File: src/verilog/clcf_consts.svh
/*
 * Offsets, field positions, reset values and lookup figures for the
 * closed-loop settings word. Assumes inclusion by bare name.
 */
`ifndef CLCF_CONSTS_SVH
`define CLCF_CONSTS_SVH

`define CLCF_ADDR_W 8
`define CLCF_OFS_CL1 8'h38
`define CLCF_OFS_STATUS 8'h3C
`define CLCF_RESET_CL1 32'h0000_0000
`define CLCF_WRITE_MASK 32'h0000_7FFE

`define CLCF_DEC_MSB 12
`define CLCF_DEC_LSB 8
`define CLCF_DECSRC_BIT 13
`define CLCF_ACC_MSB 18
`define CLCF_ACC_LSB 14
`define CLCF_FREQ_MSB 7
`define CLCF_FREQ_LSB 4
`define CLCF_MODE_BIT 14
`define CLCF_SURGE_BIT 3
`define CLCF_DTC_BIT 2
`define CLCF_VLOOP_BIT 1

`define CLCF_FREQ_MAX_CODE 4'hD
`define CLCF_FREQ_BASE_KHZ 16'h000A
`define CLCF_FREQ_STEP_KHZ 16'h0005
`define CLCF_RATE_NOLIMIT_CODE 5'h1F
`define CLCF_RATE_NOLIMIT 32'hFFFF_FFFF

`endif

File: src/verilog/clcf_pkg.sv
/*
 * Types shared by the closed-loop configuration block.
 * Assumes the constants header is on the include path.
 */
`include "clcf_consts.svh"

package clcf_pkg;

    typedef enum logic [1:0] {
        CLCF_MOD_CONT = 2'b01,
        CLCF_MOD_DISC = 2'b10
    } clcf_mod_t;

    typedef struct packed {
        logic [4:0] decel_rate_code;
        logic decel_source_select;
        logic [3:0] switching_freq_code;
        logic surge_protect_enable;
        logic deadtime_comp_enable;
        logic velocity_loop_off;
    } clcf_fields_t;

    typedef struct packed {
        logic decel_from_own_field;
        logic [31:0] decel_limit_x2;
        logic [15:0] pwm_freq_khz;
        logic pwm_freq_valid;
        clcf_mod_t modulation;
    } clcf_ctrl_t;

endpackage : clcf_pkg

File: src/verilog/clcf_closed_loop_cfg.sv
/*
 * Register bank for the lower closed-loop settings: deceleration rate,
 * switching frequency, modulation style and three enables, plus decoded
 * control outputs for the motor-control logic.
 * Assumes a single-cycle strobe master on one synchronous clock domain.
 */
// Strobed register access and the placing of the registers were decided locally.
`timescale 1ns/1ps
`default_nettype none
`include "clcf_consts.svh"

module clcf_closed_loop_cfg
    import clcf_pkg::*;
(
    input wire logic core_clk_in,
    input wire logic nrst_in,
    input wire logic [`CLCF_ADDR_W-1:0] addr_in,
    input wire logic [31:0] wdata_in,
    input wire logic wr_in,
    input wire logic rd_in,
    output logic [31:0] rdata_out,
    output logic [31:0] cfg_word_out,
    output clcf_fields_t fields_out,
    output clcf_ctrl_t ctrl_out
);

    logic [31:0] cl1_reg;
    logic [31:0] cl1_next;
    logic [31:0] rdata_reg;
    logic [31:0] rdata_next;
    clcf_ctrl_t ctrl_reg;
    clcf_ctrl_t ctrl_next;
    clcf_fields_t fields;
    logic [31:0] rate_x2;
    logic [15:0] freq_khz;
    logic freq_valid;
    logic use_own_decel;

    // Upper bits of the word belong to other logic and bit 0 is unused,
    // so those bits store nothing here and read as zero.
    always_comb begin
        cl1_next = cl1_reg;
        if (wr_in && (addr_in == `CLCF_OFS_CL1)) begin
            cl1_next = wdata_in & `CLCF_WRITE_MASK;
        end
    end

    always_comb begin
        fields.decel_rate_code = cl1_reg[`CLCF_DEC_MSB:`CLCF_DEC_LSB];
        fields.decel_source_select = cl1_reg[`CLCF_DECSRC_BIT];
        fields.switching_freq_code = cl1_reg[`CLCF_FREQ_MSB:`CLCF_FREQ_LSB];
        fields.surge_protect_enable = cl1_reg[`CLCF_SURGE_BIT];
        fields.deadtime_comp_enable = cl1_reg[`CLCF_DTC_BIT];
        fields.velocity_loop_off = cl1_reg[`CLCF_VLOOP_BIT];
    end

    clcf_rate_lut u_rate (
        .code_in(fields.decel_rate_code),
        .rate_x2_out(rate_x2)
    );

    clcf_freq_map u_freq (
        .code_in(fields.switching_freq_code),
        .khz_out(freq_khz),
        .valid_out(freq_valid)
    );

    always_comb begin
        use_own_decel = !fields.surge_protect_enable && !fields.decel_source_select;
        ctrl_next.decel_from_own_field = use_own_decel;
        // When the field is ignored the limit reads as zero; the consumer
        // takes its rate from the acceleration field or the surge logic.
        ctrl_next.decel_limit_x2 = use_own_decel ? rate_x2 : 32'h0000_0000;
        ctrl_next.pwm_freq_khz = freq_khz;
        ctrl_next.pwm_freq_valid = freq_valid;
        ctrl_next.modulation = cl1_reg[`CLCF_MODE_BIT] ? CLCF_MOD_DISC : CLCF_MOD_CONT;
    end

    always_comb begin
        case (addr_in)
            `CLCF_OFS_CL1: rdata_next = cl1_reg;
            `CLCF_OFS_STATUS: rdata_next = {15'h0000, ctrl_reg.pwm_freq_khz[14:0],
                                           ctrl_reg.pwm_freq_valid,
                                           ctrl_reg.decel_from_own_field};
            default: rdata_next = 32'h0000_0000;
        endcase
        if (!rd_in) begin
            rdata_next = 32'h0000_0000;
        end
    end

    always_ff @(posedge core_clk_in or negedge nrst_in) begin
        if (!nrst_in) begin
            cl1_reg <= `CLCF_RESET_CL1;
            rdata_reg <= 32'h0000_0000;
            ctrl_reg <= '{decel_from_own_field: 1'b1, decel_limit_x2: 32'h0000_0001,
                          pwm_freq_khz: `CLCF_FREQ_BASE_KHZ, pwm_freq_valid: 1'b1,
                          modulation: CLCF_MOD_CONT};
        end else begin
            cl1_reg <= cl1_next;
            rdata_reg <= rdata_next;
            ctrl_reg <= ctrl_next;
        end
    end

    assign rdata_out = rdata_reg;
    assign cfg_word_out = cl1_reg;
    assign fields_out = fields;
    assign ctrl_out = ctrl_reg;

endmodule : clcf_closed_loop_cfg
`default_nettype wire

File: src/verilog/clcf_rate_lut.sv
/*
 * Maps the five-bit deceleration code onto a rate in half hertz per second.
 * Purely combinational; assumes nothing of its surroundings.
 */
`timescale 1ns/1ps
`default_nettype none
`include "clcf_consts.svh"

module clcf_rate_lut
    import clcf_pkg::*;
(
    input wire logic [4:0] code_in,
    output logic [31:0] rate_x2_out
);

    // Rates are doubled so the 0.5 Hz/s entry stays an integer.
    always_comb begin
        case (code_in)
            5'h00: rate_x2_out = 32'h0000_0001;
            5'h01: rate_x2_out = 32'h0000_0002;
            5'h02: rate_x2_out = 32'h0000_0005;
            5'h03: rate_x2_out = 32'h0000_000A;
            5'h04: rate_x2_out = 32'h0000_000F;
            5'h05: rate_x2_out = 32'h0000_0014;
            5'h06: rate_x2_out = 32'h0000_0028;
            5'h07: rate_x2_out = 32'h0000_0050;
            5'h08: rate_x2_out = 32'h0000_0078;
            5'h09: rate_x2_out = 32'h0000_00A0;
            5'h0A: rate_x2_out = 32'h0000_00C8;
            5'h0B: rate_x2_out = 32'h0000_0190;
            5'h0C: rate_x2_out = 32'h0000_0258;
            5'h0D: rate_x2_out = 32'h0000_0320;
            5'h0E: rate_x2_out = 32'h0000_03E8;
            5'h0F: rate_x2_out = 32'h0000_04B0;
            5'h10: rate_x2_out = 32'h0000_0578;
            5'h11: rate_x2_out = 32'h0000_0640;
            5'h12: rate_x2_out = 32'h0000_0708;
            5'h13: rate_x2_out = 32'h0000_07D0;
            5'h14: rate_x2_out = 32'h0000_0FA0;
            5'h15: rate_x2_out = 32'h0000_1F40;
            5'h16: rate_x2_out = 32'h0000_2EE0;
            5'h17: rate_x2_out = 32'h0000_3E80;
            5'h18: rate_x2_out = 32'h0000_4E20;
            5'h19: rate_x2_out = 32'h0000_9C40;
            5'h1A: rate_x2_out = 32'h0000_EA60;
            5'h1B: rate_x2_out = 32'h0001_3880;
            5'h1C: rate_x2_out = 32'h0001_86A0;
            5'h1D: rate_x2_out = 32'h0001_D4C0;
            5'h1E: rate_x2_out = 32'h0002_22E0;
            default: rate_x2_out = `CLCF_RATE_NOLIMIT;
        endcase
    end

endmodule : clcf_rate_lut
`default_nettype wire

File: src/verilog/clcf_freq_map.sv
/*
 * Turns the switching frequency code into kilohertz and a validity flag.
 * Purely combinational; assumes nothing of its surroundings.
 */
`timescale 1ns/1ps
`default_nettype none
`include "clcf_consts.svh"

module clcf_freq_map
    import clcf_pkg::*;
(
    input wire logic [3:0] code_in,
    output logic [15:0] khz_out,
    output logic valid_out
);

    always_comb begin
        valid_out = (code_in <= `CLCF_FREQ_MAX_CODE);
        // Invalid codes report zero so downstream logic cannot run off-table.
        if (valid_out) begin
            khz_out = 16'(`CLCF_FREQ_BASE_KHZ + `CLCF_FREQ_STEP_KHZ * {12'h000, code_in});
        end else begin
            khz_out = 16'h0000;
        end
    end

endmodule : clcf_freq_map
`default_nettype wire

File: config.mk
export PLATFORM = sky130hd
export DESIGN_NAME = clcf_closed_loop_cfg
export DESIGN_NICKNAME = d
export VERILOG_FILES = /design/src/verilog/clcf_pkg.sv /design/src/verilog/clcf_closed_loop_cfg.sv /design/src/verilog/clcf_rate_lut.sv /design/src/verilog/clcf_freq_map.sv
export VERILOG_INCLUDE_DIRS = /design/src /design/src/verilog
export SDC_FILE = /design/constraint.sdc
export NUM_CORES = 1
export LEC_CHECK = 0
export ABC_AREA = 0
export ABC_CLOCK_PERIOD_IN_PS = 2340
export BUFFER_PORTS_ARGS = -buffer_cell sky130_fd_sc_hd__buf_4
export CELL_PAD_IN_SITES_DETAIL_PLACEMENT = 0
export CELL_PAD_IN_SITES_GLOBAL_PLACEMENT = 1
export CORE_MARGIN = 1.5
export CORE_UTILIZATION = 33
export DETAILED_ROUTE_END_ITERATION = 7
export MAX_ROUTING_LAYER = met4
export PLACE_DENSITY = 0.87
export SYNTH_ARGS = -nofsm -noshare
export SYNTH_HDL_FRONTEND = slang
export SYNTH_SLANG_ARGS = --single-unit
File: constraint.sdc
create_clock -name core_clk_in -period 2.34 [get_ports core_clk_in]
set_input_delay 0.234 -clock core_clk_in [delete_from_list [all_inputs] [get_ports core_clk_in]]
set_output_delay 0.234 -clock core_clk_in [all_outputs]
set_load 0.05 [all_outputs]
==> impl_results.md <==
* Post-synth EDFFs at 0
* Peak supply drop at 0.000192 V
* Final hold violation count at 0
* Inserted Clock Buffers at 9
* RSZ-0062 raised after global routing: false
* Max-cap violation count at 0
* Synth Area in XOR/XNOR at 0.00264
* Drt total wl at 6.69 mm
* Setup ws final at 0.329 ns
* R2R cell count at 8
* Drt pass-1 iters at 4
* Least-Margin Pin Slew at 0.767 ns
* Sequential area share after synthesis at 0.448
* Post-route DRC violation count at 0
* Final Cycle Share at 0.859
* Max Slew Vio Count at 0
* CTS sink count at 59
* Cells after Synth at 308
* DRT iter0 DRCs at 50
* Post-synthesis cell type count at 42
* Antenna diodes at 0
* Data arrival, critical path at 2.26 ns
* Type of origin of the critical path: flip-flop
* Die area at 10700 um2
* Post-route cell area at 4110 um2
* Worst-Skew Late Latency at 0.34 ns
* Die Width at 103 um
* WP depth at 8
* Fmax at 0.497 GHz
* Post-CTS Setup Bufs at 0
* DR vias at 2251
* IO Pins at 173
* Hold Path Depth at 2
* Setup Total Neg Slack at 0 ns
* Setup Skew at 0.00777 ns
* Commonest non-fill, non-tap cell in the layout: buf_4
* Pre-CTS setup slack at 0.325 ns
* CP peak stage delay at 0.48 ns
* Avg Vias per Cell at 4.24
* CTS clk-pin slew, worst paths at 0.06 ns
* Final setup fails at 0
* Hold/Removal Path Class: in2reg
* Global-route wire length before repair at 9.72 mm
* Post-route antenna net violation count at 0
* Nets at 452
* Critical path class: reg2reg
* Critical Path Slowest Stage Cell: dfrtp_1
* Cell Count, Final, Fillers Out at 531
* Core Box Area at 9770 um2
* Clock Path Buffers at 2
* Pwr dens at 643 nW/um2
* CTS tree: yes
* Initial Util at 0.339
* Netlist area before placement at 3320 um2
* Mapped Avg Cell Area at 10.8 um2
* Hold WS at 0.124 ns
* Fin util at 0.420
* Crit-path max FO at 7
* Gr usage total at 0.128
* Multiplexer share of the synthesized area at 0.0928
* Synth Area in Compound Gates at 0.0796
* Total power at 2.64 mW
* Clock Root Buffer: clkbuf_8
* Status: complete, no violations
* Adder-cell area share of the yosys netlist at 0.0589
* Wire per inst at 12.6 um
* Leak pwr at 2.23 nW
* Ys async rst share at 1.00
* Commonest cells after routing, fill and taps aside: buf_4, dfrtp_1, conb_1, nor2_1, inv_1
* CP Capture Type: flip-flop
* Most used DFF post-synth: dfrtp_1
* Required @ worst endpoint at 2.59 ns
* WP buf/inv at 2
* Number of global-route vias before repair at 1978
* Die height at 103 um
* Final GP Congestion at 0.833
* Crit-path cells: ha_1 -> inv_1 -> fa_1 -> inv_1 -> ha_1 -> and3b_1 -> o21a_1 -> nor3_1
* Total grt overflow at 0
* IO Port Bufs at 110
* Delay-heaviest family, CP: adder cells
* Cell Area, Placed at 3910 um2
* Row cnt at 36
* Largest net degree at the start of global routing at 60
* Initial antenna violation count at 0
* Post-DP HPWL at 4.82 mm
* Synth Area in Simple Gates at 0.117
* CTS H-tree lvls at 3
* Yosys Warn Count at 0
* Final min period at 2.01 ns
* Layout cells sized above 1 at 0.392
* Yosys reg bits at 59
* Worst slew margin at 0.489
* Largest family of logic cells by synthesized area: buffers and inverters
* Inst Count DP at 514
* Synthesis-to-finish area growth at 23.9%
per-layer routing:
metal / GRT usage / wire length [um] / share of wire
met1: 0.148 / 2850 / 0.43
met4: 0.0624 / 129 / 0.019
met3: 0.0323 / 437 / 0.065
met2: 0.206 / 3270 / 0.49
met5: - / 0 / 0
final cells by class:
| type | instances | area (um2) |
|---|---|---|
| Inverter | 16 | 60.1 |
| Fill cell | 950 | 5670 |
| Timing Repair Buffer | 117 | 881 |
| Multi-Input combinational cell | 190 | 1330 |
| Tap cell | 133 | 166 |
| Clock inverter | 2 | 35.0 |
| Clock buffer | 14 | 153 |
| Sequential cell | 59 | 1480 |
cell families after synthesis:
kind of cell / Yosys count
buf+inv: 102
simple gates: 66
flops: 59
compound gates: 39
mux: 25
fa+ha+maj: 15
other cells: 1
xor+xnor: 1
what timing repair did:
action                                 CTS  global route
hold buffers                             1             0
resized for setup                        0             0
endpoints found under the hold margin   53             0
flip-flops by register name, summed over array words and instances (netlist names):
| name | cells |
|---|---|
| cfg_word_out | 14 |
| ctrl_out | 30 |
| rdata_out | 15 |
synthesized netlist by cell type, types with 2 or more instances:
master / instances / area (um2)
nand3_1: 5 / 25.0
buf_2: 6 / 30.0
o2111ai_1: 3 / 26.3
nor3_1: 3 / 15.0
mux2i_1: 9 / 90.1
and2_1: 9 / 56.3
o21ai_0: 3 / 15.0
buf_4: 71 / 533
ha_1: 14 / 175
inv_1: 16 / 60.1
nand2b_1: 5 / 31.3
o21a_1: 4 / 30.0
a31oi_1: 3 / 18.8
dfrtp_1: 53 / 1330
nor2_1: 17 / 63.8
nor3b_1: 2 / 15.0
mux2_2: 6 / 67.6
and3b_1: 2 / 17.5
mux2_4: 10 / 150
a21oi_1: 12 / 60.1
dfstp_2: 6 / 158
nand2_1: 10 / 37.5
a21o_1: 2 / 15.0
nor2b_1: 2 / 12.5
o211ai_1: 5 / 37.5
a311oi_1: 4 / 35.0
or2_2: 3 / 18.8
clkbuf_1: 8 / 30.0
and3_1: 2 / 12.5
report_power, final:
| group | switching (mW) | internal (mW) |
|---|---|---|
| clock | 0.367 | 0.521 |
| sequential | 0.0429 | 1.07 |
| combinational | 0.472 | 0.171 |
| total | 0.882 | 1.76 |
worst register-to-register path, stage by stage, from the launching register on:
cell     delay (ns)
dfrtp_1        0.48
ha_1           0.20
inv_1          0.05
fa_1           0.35
inv_1          0.06
ha_1           0.25
and3b_1        0.21
o21a_1         0.16
nor3_1         0.14
final timing paths:
path | slack (ns) | start | endpoint
max reg2reg | 0.33 | cfg_word_out[6] | ctrl_out[8]
max | 0.33 | cfg_word_out[6] | ctrl_out[8]
min | 0.12 | wdata_in[9] | cfg_word_out[9]
max in group asynchronous | 1.37 | nrst_in | cfg_word_out[6]
min reg2reg | 0.46 | cfg_word_out[14] | ctrl_out[1]
min in group asynchronous | 0.50 | nrst_in | ctrl_out[31]
(Power assumes the default switching activity.)
